<file path="config.mk">
export PLATFORM = sky130hd
export DESIGN_NAME = mfm_motor_fault_manager
export DESIGN_NICKNAME = d
export VERILOG_FILES = /design/src/mfm_pkg.sv /design/src/mfm_motor_fault_manager.sv
export SDC_FILE = /design/constraint.sdc
export NUM_CORES = 1
export LEC_CHECK = 0
export BUFFER_PORTS_ARGS = -buffer_cell sky130_fd_sc_hd__buf_2
export CAP_MARGIN = 20
export CORE_MARGIN = 8
export CORE_UTILIZATION = 40
export CTS_BUF_LIST = sky130_fd_sc_hd__clkbuf_2 sky130_fd_sc_hd__clkbuf_4 sky130_fd_sc_hd__clkbuf_8
export CTS_CLUSTER_DIAMETER = 80
export DETAILED_ROUTE_END_ITERATION = 16
export PLACE_DENSITY = 0.65
export SLEW_MARGIN = 0
export SYNTH_ARGS = -nofsm -noshare
export SYNTH_HDL_FRONTEND = slang
export SYNTH_SLANG_ARGS = --single-unit
</file>
<file path="constraint.sdc">
create_clock -name clk_i -period 4.5 [get_ports clk_i]
set_input_delay 0.9 -clock clk_i [delete_from_list [all_inputs] [get_ports clk_i]]
set_output_delay 0.9 -clock clk_i [all_outputs]
set_load 0.02 [all_outputs]
</file>
<file path="src/mfm_pkg.sv">
/*
  Package for the motor fault manager: response codes, output FET states,
  motor control states and the timing figures used by the fault timers.
  Assumes a single 50 MHz clock; every time below is turned into cycles
  or millisecond ticks by the module that uses it.
*/
package mfm_pkg;

  // ==========================================================================
  // Clock and timing
  // ==========================================================================
  localparam int CLK_PERIOD_NS   = 20;
  localparam int MS_TICK_NS      = 1000000;
  localparam int MS_TICK_CYCLES  = MS_TICK_NS / CLK_PERIOD_NS;
  localparam int OPEN_PHASE_MS   = 500;
  // Speed is in units of 0.1 Hz; the open-phase check needs 2 Hz or more.
  localparam int MIN_SPEED_DHZ   = 20;

  // ==========================================================================
  // Response selector codes (three-bit lock and current-limit fields)
  // ==========================================================================
  localparam logic [2:0] RSP_LATCH_OFF  = 3'h0;
  localparam logic [2:0] RSP_LATCH_LOW  = 3'h1;
  localparam logic [2:0] RSP_LATCH_HIGH = 3'h2;
  localparam logic [2:0] RSP_RETRY_OFF  = 3'h3;
  localparam logic [2:0] RSP_RETRY_LOW  = 3'h4;
  localparam logic [2:0] RSP_RETRY_HIGH = 3'h5;
  localparam logic [2:0] RSP_REPORT     = 3'h6;
  localparam logic [2:0] RSP_DISABLED   = 3'h7;

  // One-bit selectors: 0 latches and tri-states, 1 reports or auto-clears.
  localparam logic       SEL_LATCH      = 1'b0;

  // ==========================================================================
  // Output FET state
  // ==========================================================================
  typedef enum logic [1:0] {
    MFM_FET_NORMAL = 2'h0,
    MFM_FET_OFF    = 2'h1,
    MFM_FET_LOW    = 2'h2,
    MFM_FET_HIGH   = 2'h3
  } mfm_fet_t;

  // ==========================================================================
  // Motor control state reported by the speed loop
  // ==========================================================================
  typedef enum logic [2:0] {
    MFM_MS_IDLE   = 3'h0,
    MFM_MS_IPD    = 3'h1,
    MFM_MS_ALIGN  = 3'h2,
    MFM_MS_DALIGN = 3'h3,
    MFM_MS_OPEN   = 3'h4,
    MFM_MS_CLOSED = 3'h5
  } mfm_motor_state_t;

  // ==========================================================================
  // Rotor lock response state, Gray coded along idle, hold, retry
  // ==========================================================================
  typedef enum logic [1:0] {
    MFM_LK_IDLE  = 2'h0,
    MFM_LK_HOLD  = 2'h1,
    MFM_LK_RETRY = 2'h3
  } mfm_lock_state_t;

endpackage : mfm_pkg

</file>
<file path="src/mfm_motor_fault_manager.sv">
/*
  Motor fault manager: lock detectors, rotor lock response, current limit
  report, NVM check, I2C CRC fault and supply undervoltage handling.
  Assumes all inputs are synchronous to clk_i, condition inputs are already
  deglitched, and the fault pin is an open-drain wire pulled up outside.
*/
// Notes on behaviour
// - Current-limit mode 110b reports limit faults, drivers keep running.
// - Current-limit mode 111b ignores the limit completely.
// - Each lock detector has its own enable; disabled ones never fire.
// - Overspeed lock fires while enabled and speed exceeds threshold.
// - Back-EMF lock fires after mismatch persists for programmed time.
// - Open-phase lock fires when a phase current stays low 500 ms.
// - Open-phase check only in open or closed loop, speed 2 Hz up.
// - Closed-loop disable bit blocks open-phase check in closed loop.
// - Any enabled detector raises one rotor lock event handled by mode.
// - Latched lock modes pull fault pin, set bits, force FET state.
// - Latched lock releases only after condition gone and a clear.
// - Auto lock modes force FETs, then recover after retry time.
// - Lock mode 110b only reports; clears on clear with condition gone.
// - Lock mode 111b does nothing on a lock event.
// - Every NVM read checks CRC and parity; mismatch raises NVM fault.
// - NVM mode 0 pulls pin, tri-states FETs, holds until cleared.
// - NVM mode 1 reports only; a clear releases pin and bits.
// - NVM read is requested at power-up and at every wake-up.
// - NVM writes accepted in fault; successful write stores new CRC.
// - Enabled I2C CRC mismatch sets bits, pin; mode 0 tri-states FETs.
// - Undervoltage mode 0 latches until clear; mode 1 clears with hysteresis.
`timescale 1ns/1ps
module mfm_motor_fault_manager import mfm_pkg::*; #(
  parameter int SPD_W     = 16,
  parameter int CUR_W     = 12,
  parameter int VLT_W     = 16,
  parameter int CRC_W     = 8,
  parameter int MS_CYCLES = MS_TICK_CYCLES
) (
  input  wire logic             clk_i,
  input  wire logic             arst_n_i,
  input  wire logic             fault_clear_cmd_i,
  input  wire logic [2:0]       current_limit_response_sel_i,
  input  wire logic             adc_current_limit_i,
  input  wire logic             overspeed_detect_en_i,
  input  wire logic             backemf_detect_en_i,
  input  wire logic             open_phase_detect_en_i,
  input  wire logic [SPD_W-1:0] motor_speed_i,
  input  wire logic [SPD_W-1:0] overspeed_threshold_i,
  input  wire logic [SPD_W-1:0] backemf_error_i,
  input  wire logic [SPD_W-1:0] backemf_mismatch_threshold_i,
  input  wire logic [15:0]      backemf_persist_ms_i,
  input  wire logic [3*CUR_W-1:0] phase_current_i,
  input  wire logic [CUR_W-1:0] open_phase_current_threshold_i,
  input  wire logic [2:0]       motor_state_i,
  input  wire logic             open_phase_closedloop_disable_i,
  input  wire logic [2:0]       rotor_lock_response_sel_i,
  input  wire logic [15:0]      lock_retry_time_i,
  input  wire logic             wake_i,
  input  wire logic             nvm_read_done_i,
  input  wire logic [CRC_W-1:0] nvm_read_crc_i,
  input  wire logic             nvm_parity_ok_i,
  input  wire logic             nvm_write_done_i,
  input  wire logic [CRC_W-1:0] nvm_write_crc_i,
  input  wire logic             nvm_fault_response_sel_i,
  input  wire logic             i2c_crc_en_i,
  input  wire logic             i2c_pkt_done_i,
  input  wire logic             i2c_crc_ok_i,
  input  wire logic             crc_err_response_sel_i,
  input  wire logic [VLT_W-1:0] supply_voltage_i,
  input  wire logic [VLT_W-1:0] supply_low_threshold_i,
  input  wire logic [VLT_W-1:0] supply_hysteresis_i,
  input  wire logic             supply_low_response_sel_i,
  output logic                  nvm_read_req_o,
  output logic                  fault_out_n_o,
  output logic                  fault_out_n_oe_o,
  output logic [1:0]            fet_mode_o,
  output logic                  controller_fault_o,
  output logic                  current_limit_status_o,
  output logic                  rotor_lock_status_o,
  output logic                  overspeed_event_o,
  output logic                  backemf_mismatch_event_o,
  output logic                  open_phase_event_o,
  output logic                  nvm_error_status_o,
  output logic                  i2c_crc_status_o,
  output logic                  supply_low_status_o
);

  // ==========================================================================
  // Decoding helpers
  // ==========================================================================
  function automatic mfm_fet_t fet_of(input logic [2:0] sel);
    case (sel)
      RSP_LATCH_LOW, RSP_RETRY_LOW:   fet_of = MFM_FET_LOW;
      RSP_LATCH_HIGH, RSP_RETRY_HIGH: fet_of = MFM_FET_HIGH;
      RSP_LATCH_OFF, RSP_RETRY_OFF:   fet_of = MFM_FET_OFF;
      default:                        fet_of = MFM_FET_NORMAL;
    endcase
  endfunction : fet_of

  function automatic logic is_retry(input logic [2:0] sel);
    is_retry = (sel >= RSP_RETRY_OFF) && (sel <= RSP_RETRY_HIGH);
  endfunction : is_retry

  // ==========================================================================
  // Condition detection
  // ==========================================================================
  logic [2:0] phase_low;
  logic       clr_pulse;
  logic       ms_tick;
  logic       ovs_cond;
  logic       bemf_high;
  logic       op_qual;
  logic       op_low;
  logic       bemf_ev;
  logic       op_ev;
  logic       lock_ev;
  logic       supply_low;
  logic       supply_ok;
  logic       nvm_bad;
  logic       i2c_bad;

  // Each phase is compared on its own; any low phase counts.
  genvar gi;
  generate
    for (gi = 0; gi < 3; gi++) begin : g_phase
      assign phase_low[gi] =
        phase_current_i[gi*CUR_W +: CUR_W] < open_phase_current_threshold_i;
    end
  endgenerate

  // Registered state, declared ahead of the combinational logic.
  logic                  clr_d_ff, boot_ff, req_ff;
  logic [$clog2(MS_CYCLES)-1:0] ms_cnt_ff, nxt_ms_cnt;
  logic [15:0]           bemf_ms_ff, nxt_bemf_ms;
  logic [9:0]            op_ms_ff, nxt_op_ms;
  logic [15:0]           retry_ms_ff, nxt_retry_ms;
  mfm_lock_state_t       lk_ff, nxt_lk;
  logic [2:0]            lk_sel_ff, nxt_lk_sel;
  logic [2:0]            lk_bits_ff, nxt_lk_bits;
  logic                  ilim_ff, nxt_ilim;
  logic                  nvm_ff, nxt_nvm;
  logic                  i2c_ff, nxt_i2c;
  logic                  uv_ff, nxt_uv;
  logic [CRC_W-1:0]      crc_ff, nxt_crc;
  mfm_fet_t              fet_ff, nxt_fet;
  logic                  pin_ff, nxt_pin;

  // Clear is taken on its rising edge so a held bit clears only once.
  assign clr_pulse  = fault_clear_cmd_i & ~clr_d_ff;
  assign ms_tick    = (ms_cnt_ff == ($clog2(MS_CYCLES))'(MS_CYCLES - 1));
  assign ovs_cond   = overspeed_detect_en_i &
                      (motor_speed_i > overspeed_threshold_i);
  assign bemf_high  = backemf_detect_en_i &
                      (backemf_error_i > backemf_mismatch_threshold_i);
  // Start-up states and low speed give no usable phase current picture.
  assign op_qual    = open_phase_detect_en_i &
                      (motor_speed_i >= SPD_W'(MIN_SPEED_DHZ)) &
                      ((motor_state_i == MFM_MS_OPEN) |
                       ((motor_state_i == MFM_MS_CLOSED) &
                        ~open_phase_closedloop_disable_i));
  assign op_low     = op_qual & (|phase_low);
  assign bemf_ev    = bemf_high & (bemf_ms_ff >= backemf_persist_ms_i);
  assign op_ev      = op_low & (op_ms_ff == 10'(OPEN_PHASE_MS));
  assign lock_ev    = ovs_cond | bemf_ev | op_ev;
  assign supply_low = supply_voltage_i <= supply_low_threshold_i;
  assign supply_ok  = {1'b0, supply_voltage_i} >
                      ({1'b0, supply_low_threshold_i} +
                       {1'b0, supply_hysteresis_i});
  assign nvm_bad    = nvm_read_done_i &
                      ((nvm_read_crc_i != crc_ff) | ~nvm_parity_ok_i);
  assign i2c_bad    = i2c_crc_en_i & i2c_pkt_done_i & ~i2c_crc_ok_i;

  // ==========================================================================
  // Next-state logic for all fault state
  // ==========================================================================
  always_comb begin
    nxt_ms_cnt   = ms_tick ? '0 : ms_cnt_ff + 1'b1;
    nxt_bemf_ms  = bemf_ms_ff;
    nxt_op_ms    = op_ms_ff;
    nxt_retry_ms = retry_ms_ff;
    nxt_lk       = lk_ff;
    nxt_lk_sel   = lk_sel_ff;
    nxt_lk_bits  = lk_bits_ff;
    nxt_ilim     = ilim_ff;
    nxt_nvm      = nvm_ff;
    nxt_i2c      = i2c_ff;
    nxt_uv       = uv_ff;
    nxt_crc      = crc_ff;
    // Persistence timers restart whenever the condition drops out.
    if (!bemf_high) begin
      nxt_bemf_ms = '0;
    end else if (ms_tick && bemf_ms_ff != 16'hFFFF) begin
      nxt_bemf_ms = bemf_ms_ff + 1'b1;
    end
    if (!op_low) begin
      nxt_op_ms = '0;
    end else if (ms_tick && op_ms_ff != 10'(OPEN_PHASE_MS)) begin
      nxt_op_ms = op_ms_ff + 1'b1;
    end
    // Rotor lock response; the mode is captured at the event so a later
    // change of the selector cannot strand the FETs in a forced state.
    case (lk_ff)
      MFM_LK_IDLE: begin
        if (lock_ev && rotor_lock_response_sel_i != RSP_DISABLED) begin
          nxt_lk_sel   = rotor_lock_response_sel_i;
          nxt_lk_bits  = {op_ev, bemf_ev, ovs_cond};
          nxt_retry_ms = '0;
          nxt_lk = is_retry(rotor_lock_response_sel_i) ?
                   MFM_LK_RETRY : MFM_LK_HOLD;
        end
      end
      MFM_LK_HOLD: begin
        nxt_lk_bits = lk_bits_ff | {op_ev, bemf_ev, ovs_cond};
        if (clr_pulse && !lock_ev) begin
          nxt_lk      = MFM_LK_IDLE;
          nxt_lk_bits = '0;
        end
      end
      MFM_LK_RETRY: begin
        nxt_lk_bits = lk_bits_ff | {op_ev, bemf_ev, ovs_cond};
        if (ms_tick) begin
          if (retry_ms_ff + 16'h0001 >= lock_retry_time_i) begin
            nxt_lk      = MFM_LK_IDLE;
            nxt_lk_bits = '0;
          end else begin
            nxt_retry_ms = retry_ms_ff + 1'b1;
          end
        end
      end
      default: begin
        nxt_lk      = MFM_LK_IDLE;
        nxt_lk_bits = '0;
      end
    endcase
    // Current limit report; a live condition wins over the clear in every mode but 111b.
    if (adc_current_limit_i &&
        current_limit_response_sel_i != RSP_DISABLED) begin
      nxt_ilim = 1'b1;
    end else if (clr_pulse) begin
      nxt_ilim = 1'b0;
    end
    // NVM and I2C faults are events, so a set in the clear cycle wins.
    if (nvm_bad) begin
      nxt_nvm = 1'b1;
    end else if (clr_pulse) begin
      nxt_nvm = 1'b0;
    end
    if (i2c_bad) begin
      nxt_i2c = 1'b1;
    end else if (clr_pulse) begin
      nxt_i2c = 1'b0;
    end
    if (supply_low) begin
      nxt_uv = 1'b1;
    end else if (supply_low_response_sel_i == SEL_LATCH) begin
      if (clr_pulse) begin
        nxt_uv = 1'b0;
      end
    end else if (supply_ok) begin
      nxt_uv = 1'b0;
    end
    // Writes are accepted whatever the fault state.
    if (nvm_write_done_i) begin
      nxt_crc = nvm_write_crc_i;
    end
    // Tri-state faults override any forced lock state.
    if ((nxt_nvm && nvm_fault_response_sel_i == SEL_LATCH) ||
        (nxt_i2c && crc_err_response_sel_i == SEL_LATCH) ||
        nxt_uv) begin
      nxt_fet = MFM_FET_OFF;
    end else if (nxt_lk != MFM_LK_IDLE) begin
      nxt_fet = fet_of(nxt_lk_sel);
    end else begin
      nxt_fet = MFM_FET_NORMAL;
    end
    // Report-only lock keeps the pin released; the rest pull it low.
    nxt_pin = nxt_nvm | nxt_i2c |
              ((nxt_lk != MFM_LK_IDLE) && nxt_lk_sel != RSP_REPORT);
  end

  // ==========================================================================
  // State registers
  // ==========================================================================
  always_ff @(posedge clk_i or negedge arst_n_i) begin
    if (!arst_n_i) begin
      clr_d_ff    <= 1'b0;
      boot_ff     <= 1'b0;
      req_ff      <= 1'b0;
      ms_cnt_ff   <= '0;
      bemf_ms_ff  <= '0;
      op_ms_ff    <= '0;
      retry_ms_ff <= '0;
      lk_ff       <= MFM_LK_IDLE;
      lk_sel_ff   <= RSP_DISABLED;
      lk_bits_ff  <= '0;
      ilim_ff     <= 1'b0;
      nvm_ff      <= 1'b0;
      i2c_ff      <= 1'b0;
      uv_ff       <= 1'b0;
      crc_ff      <= '0;
      fet_ff      <= MFM_FET_NORMAL;
      pin_ff      <= 1'b0;
    end else begin
      clr_d_ff    <= fault_clear_cmd_i;
      boot_ff     <= 1'b1;
      req_ff      <= ~boot_ff | wake_i;
      ms_cnt_ff   <= nxt_ms_cnt;
      bemf_ms_ff  <= nxt_bemf_ms;
      op_ms_ff    <= nxt_op_ms;
      retry_ms_ff <= nxt_retry_ms;
      lk_ff       <= nxt_lk;
      lk_sel_ff   <= nxt_lk_sel;
      lk_bits_ff  <= nxt_lk_bits;
      ilim_ff     <= nxt_ilim;
      nvm_ff      <= nxt_nvm;
      i2c_ff      <= nxt_i2c;
      uv_ff       <= nxt_uv;
      crc_ff      <= nxt_crc;
      fet_ff      <= nxt_fet;
      pin_ff      <= nxt_pin;
    end
  end

  // Open-drain pin: drive low only, never high.
  assign nvm_read_req_o           = req_ff;
  assign fault_out_n_o            = 1'b0;
  assign fault_out_n_oe_o         = pin_ff;
  assign fet_mode_o               = fet_ff;
  assign current_limit_status_o   = ilim_ff;
  assign rotor_lock_status_o      = lk_ff != MFM_LK_IDLE;
  assign overspeed_event_o        = lk_bits_ff[0];
  assign backemf_mismatch_event_o = lk_bits_ff[1];
  assign open_phase_event_o       = lk_bits_ff[2];
  assign nvm_error_status_o       = nvm_ff;
  assign i2c_crc_status_o         = i2c_ff;
  assign supply_low_status_o      = uv_ff;
  assign controller_fault_o       = ilim_ff | nvm_ff | i2c_ff | uv_ff |
                                    (lk_ff != MFM_LK_IDLE);
endmodule : mfm_motor_fault_manager

</file>
==> metrics, run 1 <==
Avg WL per Cell=14.3 um; clk slew on worst S/H paths=0.08 ns; P_leak=5.32 nW; register area share after synthesis=0.264; RR Startpoint=retry_ms_ff[0]; Max FO, Critical Path=3; non-filler cells, final=1,449; PwrDens=202 nW/um^2; io pins=249; synth top area cells=dfrtp_1, ha_1, inv_1; Placed Cells=1,432; Slew @ Worst Pin=0.862 ns; CTS sink count=84; worst skew pair latency=0.38 ns; R2R Path End=retry_ms_ff[0]; post-detail-place hpwl=17,700 um; Inserted Clock Buffers=9; Worst path slowest cell=or4_4; WHS Path Cells=1; die width=157 um; simple-gate share of the synthesized area=0.160; FF+latch count, synth=84; final hold vios=0; DR DRC count=0; Compound-Gate Fraction of Synth Area=0.179; Synth cell types=71; Top FF cell, synth=dfrtp_1; synthesized area per cell=8.74 um^2; Final nets=1,564; total routed wirelength=20,700 um; total iterations of the first detailed-routing run=4; Max Slew Vio Count=0; clk buf depth=2; startpoint types=input pin; Buffers on Ports=247; Worst EP required=4.76 ns; xor/xnor share of the synthesized area=0.0779; RSZ-0062 raised after global routing=false; Max rail drop VDD=0.000107 V; delay-heaviest family, CP=compound AO/OA/AOI/OAI gates; Antenna Nets Post-Route=0; Bufs and invs on worst path=2; GP Congestion=0.867; first-pass GRT wire length=33,800 um; post-synthesis mux area share=0.0196; Max Clk Rate=231 MHz; Ys Warns=0; TNS Setup=0 ns; area share of fa/ha/maj cells after synthesis=0.238; Vias/cell=4.99; critical path class=in2reg; # rows=51; Hold WC Path Type=reg2reg; die height=157 um; crit path DAT=4.59 ns; CP Cell Sequence=buf_2 > ha_4 > fa_2 > a211oi_4 > nor2_2 > o22a_1 > and3_4 > o21ai_2 > nand2b_1 > a21oi_2 > o21ba_4 > xnor2_2 > ha_2 > buf_4 > o21a_1 > o21ai_1 > a31oi_1 > a31oi_1 > or4_4 > or2_1 > a311o_1; Hold Startpoint=boot_ff; Die Area=24,700 um^2; Worst Reg2Reg Path Length in Cells=15; Root Driver=clkbuf_8; Final Worst Setup Slack=0.173 ns; effective utilization at floorplan=0.409; Synth Net Count=1,299; Filler cells=1,920; status=finished, final reports clean; Synth area leader=dfrtp_1; GR Util All Layers=0.166; Multi-input gate area=5460 um^2; Synth top area share=0.254; via count=7,237; Slew HR=0.425; R2R setup slack=0.52 ns; vias in the first global route=7,328; Min-Delay Endpoint=nvm_read_req_o; ys async rst share=1.00; share of cells above drive strength 1=0.276; initial antenna violation count=3; area occupied by registers=2110 um^2; overflow left after global routing=0; setup slack at placement=-0.359 ns; Area growth syn-to-layout=24.8%; Setup crit end kind=flop; post-layout minimum cycle time=4.33 ns; initial detailed-routing violation count=235; H-tree levels=3; number of max-cap violations=0; EDFF count, synth=0; CP dominant cell by count=a31oi_1; CTS tree=done; Core Box Area=19,500 um^2; Post-Syn Area=7980 um^2; Mapped Cells=913; setup bufs post-CTS=0; fin crit share=0.962; largest family of logic cells by synthesized area=adder cells; worst clock skew=0.0141 ns; endpoints failing setup=0; largest net degree at the start of global routing=68; CP max stage delay=0.43 ns
-- cells in the final DEF, fill, tap and decap left out, types with 4 or more instances in the layout --
cell	count
o22ai_1	6
and2_1	9
a211oi_1	12
nor3_1	16
buf_2	246
nor2b_1	7
o21ai_0	39
nor4_1	6
a21oi_1	58
a21o_1	25
nand3_1	33
clkbuf_8	9
mux2_2	13
a31oi_1	13
inv_1	111
ha_1	148
o21a_1	7
nand4_1	22
or3_1	5
and3_1	20
a2111oi_0	4
xor2_1	44
nand2_1	44
xnor2_1	26
nor2_1	62
nand2b_1	9
buf_4	22
dfrtp_1	81
a22o_1	7
-- synthesized netlist by cell type, drive strengths merged (3+ instances only) --
library cell,number
o211ai,4
inv,111
a21oi,61
a31oi,15
o21a,7
nor2b,7
and2,10
o2111ai,3
or2,3
dfrtp,81
and3,21
a211oi,13
mux2,13
xor2,44
nor3,17
nand2,44
o21ai,45
nand2b,9
buf,7
nor2,63
a21o,26
nor3b,3
or3,5
nand3,33
and4,3
a22o,7
clkbuf,7
o21bai,3
a2111oi,4
nand4,22
nor4,7
xnor2,27
a221oi,3
o22ai,6
dfstp,3
or4,3
ha,150
-- logic make-up (layout without fill, tap and decap cells) --
kind of cell             after synthesis  after routing
flip-flops                            84             84
multiplexers                          14             14
adder cells (fa/ha/maj)              151            151
XOR/XNOR                              71             71
AND/OR/NAND/NOR                      252            252
buffers and inverters                125            395
AO/OA/AOI/OAI                        214            214
other                                  2              3
-- power breakdown --
part	internal, W	switching, W	leakage [nW]
Clock	0.000376	0.000292	0.120
Combinational	0.000277	0.000288	4.12
Sequential	0.000767	0.00000959	1.08
-- final cells by class --
class | instances | area share
flip-flops and latches | 84 | 0.211
repair buffers | 268 | 0.140
diodes | 1 | 0.000251
clock inverters | 6 | 0.0112
inverters | 111 | 0.0418
clock buffers | 10 | 0.0132
well taps | 265 | 0.0333
multi-input cells | 704 | 0.549
-- timing repair --
| action | 4_1_cts | 5_1_grt |
|---|---|---|
| endpoints found under the setup margin | 0 | 2 |
| hold buffers | 0 | 0 |
| resized for setup | 0 | 12 |
-- metrics by stage --
| stage | area, um^2 | utilization | power, W | hold slack [ns] |
|---|---|---|---|---|
| finish | 9960 | 0.510 | 0.00201 | 0.416 |
| global route | 9960 | 0.510 | 0.00214 | 0.457 |
| CTS | 9890 | 0.507 | 0.00203 | 0.417 |
| detailed placement | 9650 | 0.494 | 0.00135 | 0.405 |
| global placement | 9650 | 0.494 | 0.00133 | 0.397 |
| floorplan | 7990 | - | 0.00111 | 0.390 |
-- layer usage --
| metal | track usage | wire, um | up-vias |
|---|---|---|---|
| li1 | - | - | 3785 |
| met3 | 0.0332 | 918 | 19 |
| met1 | 0.208 | 9320 | 3298 |
| met4 | 0.0444 | 229 | 4 |
| met2 | 0.285 | 10200 | 131 |
| met5 | 0 | 18 | - |
-- worst max-delay path by stage --
| stage | start | to | slack, ns | cells past startpoint |
|---|---|---|---|---|
| floorplan | supply_low_threshold_i[0] | fet_mode_o[0] | 0.03 | 20 |
| global placement | supply_low_threshold_i[0] | fet_mode_o[0] | -0.24 | 21 |
| detailed placement | supply_low_threshold_i[0] | fet_mode_o[0] | -0.36 | 21 |
| CTS | supply_low_threshold_i[0] | fet_mode_o[0] | 0.04 | 21 |
| global route | supply_low_threshold_i[1] | fet_mode_o[0] | 0.003 | 20 |
| finish | supply_low_threshold_i[0] | fet_mode_o[0] | 0.17 | 21 |
-- state kept, by name (all words and copies together) (netlist names), 2 cells and up --
| register | flops |
|---|---|
| bemf_ms_ff | 16 |
| crc_ff | 8 |
| fet_mode_o | 2 |
| lk_bits_ff | 3 |
| lk_ff | 2 |
| lk_sel_ff | 3 |
| ms_cnt_ff | 16 |
| op_ms_ff | 10 |
| retry_ms_ff | 16 |
Power figures use the tool's default switching activity.
==> run 2, diff against run 1 <==
Settings changed: CORE_ASPECT_RATIO set to 0.7, CORE_UTILIZATION 40 to 54, PLACE_DENSITY 0.65 to 0.84.
==> metrics, run 2 (synthesis gave the netlist of run 1 again) <==
clk buf depth=2 (unchanged); area occupied by registers=2110 um^2 (unchanged); CTS tree=done (unchanged); fin crit share=1.01 (was 0.962); total routed wirelength=22,900 um (was 20,700 um); Max FO, Critical Path=3 (unchanged); Multi-input gate area=5470 um^2 (was 5460 um^2); Max Clk Rate=220 MHz (was 231 MHz); io pins=249 (unchanged); post-detail-place hpwl=19,400 um (was 17,700 um); setup slack at placement=-0.390 ns (was -0.359 ns); Max Slew Vio Count=0 (unchanged); RR Startpoint=retry_ms_ff[0] (unchanged); vias in the first global route=7,827 (was 7,328); largest net degree at the start of global routing=55 (was 68); Max rail drop VDD=0.000125 V (was 0.000107 V); worst setup path end=fet_mode_o[1] (was fet_mode_o[0]); PwrDens=189 nW/um^2 (was 202 nW/um^2); non-filler cells, final=1,387 (was 1,449); initial antenna violation count=1 (was 3); Worst Reg2Reg Path Length in Cells=16 (was 15); total iterations of the first detailed-routing run=5 (was 4); GP Congestion=0.942 (was 0.867); post-layout minimum cycle time=4.54 ns (was 4.33 ns); clk slew on worst S/H paths=0.08 ns (about the same); Final Util=0.678 (was 0.510); critical path class=in2reg (unchanged); Slew @ Worst Pin=0.777 ns (was 0.862 ns); CP startpoint=supply_low_threshold_i[0] (unchanged); Worst path slowest cell=or4_4 (unchanged); # rows=37 (was 51); final hold vios=0 (unchanged); status=complete, but fails checks (was finished, final reports clean); R2R setup slack=0.36 ns (was 0.52 ns); effective utilization at floorplan=0.547 (was 0.409); Filler cells=1,158 (was 1,920); CP dominant cell by count=a31oi_1 (unchanged); H-tree levels=3 (unchanged); DR DRC count=0 (unchanged); failing checks=negative setup slack; CP max stage delay=0.49 ns (was 0.43 ns); initial detailed-routing violation count=412 (was 235); CP Cell Sequence=buf_6 > ha_4 > fa_2 > a211oi_2 > nor2_2 > o22a_1 > and3_4 > o21ai_2 > nand2b_1 > a21oi_2 > o21ba_4 > xnor2_2 > ha_2 > nor4_4 > nor3b_2 > o21ai_1 > a31oi_1 > a31oi_1 > or4_4 > or2_1 > buf_4 > a221oi_2 (was buf_2 > ha_4 > fa_2 > a211oi_4 > nor2_2 > o22a_1 > and3_4 > o21ai_2 > nand2b_1 > a21oi_2 > o21ba_4 > xnor2_2 > ha_2 > buf_4 > o21a_1 > o21ai_1 > a31oi_1 > a31oi_1 > or4_4 > or2_1 > a311o_1); P_leak=5.35 nW (was 5.32 nW); worst skew pair latency=0.35 ns (was 0.38 ns); Final nets=1,574 (was 1,564); Core Box Area=14,600 um^2 (was 19,500 um^2); die width=161 um (was 157 um); Final Worst Setup Slack=-0.0370 ns (was 0.173 ns); number of max-cap violations=0 (unchanged); startpoint types=input pin (unchanged); Inserted Clock Buffers=9 (unchanged); Root Driver=clkbuf_8 (unchanged); Placed Cells=1,367 (was 1,432); first-pass GRT wire length=37,000 um (was 33,800 um); n_diodes=0 (was 1); die height=118 um (was 157 um); most common cell after layout, fill and taps aside=buf_2 (unchanged); R2R Path End=retry_ms_ff[2] (was retry_ms_ff[0]); Placed Area=9600 um^2 (was 9650 um^2); crit path DAT=4.79 ns (was 4.59 ns); Antenna Nets Post-Route=0 (unchanged); Area growth syn-to-layout=24.0% (was 24.8%); Vias/cell=5.61 (was 4.99); Regs by FF count=bemf_ms_ff x16, ms_cnt_ff x16, retry_ms_ff x16 (unchanged); most frequent cells in the layout=buf_2, ha_1, inv_1 (unchanged); post-route cell area=9890 um^2 (was 9960 um^2); Hold WC Path Type=reg2reg (unchanged); Avg WL per Cell=16.5 um (was 14.3 um); worst clock skew=0.0111 ns (was 0.0141 ns); Die Area=19,000 um^2 (was 24,700 um^2); share of cells above drive strength 1=0.284 (was 0.276); via count=7,781 (was 7,237); CTS sink count=84 (unchanged); RSZ-0062 raised after global routing=true (was false); endpoints failing setup=2 (was 0); GR Util All Layers=0.232 (was 0.166); Worst EP required=4.75 ns (was 4.76 ns); Slew HR=0.474 (was 0.425); overflow left after global routing=0 (unchanged); Setup crit end kind=flop (unchanged); Buffers on Ports=247 (unchanged)
run 2: stage by stage:
step	total power [W]	hold WS (ns)	setup TNS (ns)
floorplan	0.00111	0.390	0
global placement	0.00134	0.393	-0.444
detailed placement	0.00136	0.405	-0.735
CTS	0.00185	0.416	0
global route	0.00198	0.455	-0.280
finish	0.00187	0.413	-0.0638
run 2: critical path: cells and delay by family:
kind | cells | cell delay [ns]
AO/OA/AOI/OAI | 9 | 1.46
XOR/XNOR | 1 | 0.11
adder cells (fa/ha/maj) | 3 | 0.73
buffers and inverters | 2 | 0.24
AND/OR/NAND/NOR | 7 | 1.35
run 2: worst min-delay path by stage:
| stage | startpoint | end | slack [ns] | cells after the start |
|---|---|---|---|---|
| after global placement | boot_ff | nvm_read_req_o | 0.39 | 1 |
| after detailed placement | boot_ff | nvm_read_req_o | 0.40 | 1 |
| after floorplan | boot_ff | nvm_read_req_o | 0.39 | 1 |
| after global routing | boot_ff | nvm_read_req_o | 0.45 | 1 |
| final | boot_ff | nvm_read_req_o | 0.41 | 1 |
| after CTS | boot_ff | nvm_read_req_o | 0.42 | 1 |
run 2: report_power, final:
| group | switching [W] | total (W) | internal, W |
|---|---|---|---|
| clock network | 0.000271 | 0.000481 | 0.000211 |
| registers | 0.00000901 | 0.000776 | 0.000767 |
| logic | 0.000314 | 0.000610 | 0.000296 |
run 2: area by class of cell:
cell class / instances / area share
multi-input combinational: 704 / 0.553
timing repair buffer: 278 / 0.150
inverter: 111 / 0.0421
tap: 195 / 0.0247
sequential: 84 / 0.213
clock buffer: 11 / 0.0140
clock inverter: 4 / 0.00278
run 2: timing repair:
action	CTS	global route
endpoints found under the setup margin	2	2
pin swaps	4	20
setup buffers	2	4
hold buffers	0	0
gates resized for setup	2	15
run 2: metal layers:
layer / wire, um / global-route usage / vias to the layer above
met1: 10400 / 0.307 / 3653
met5: 8 / 0 / -
li1: - / - / 3810
met4: 309 / 0.0461 / 2
met3: 1640 / 0.0552 / 33
met2: 10600 / 0.380 / 283
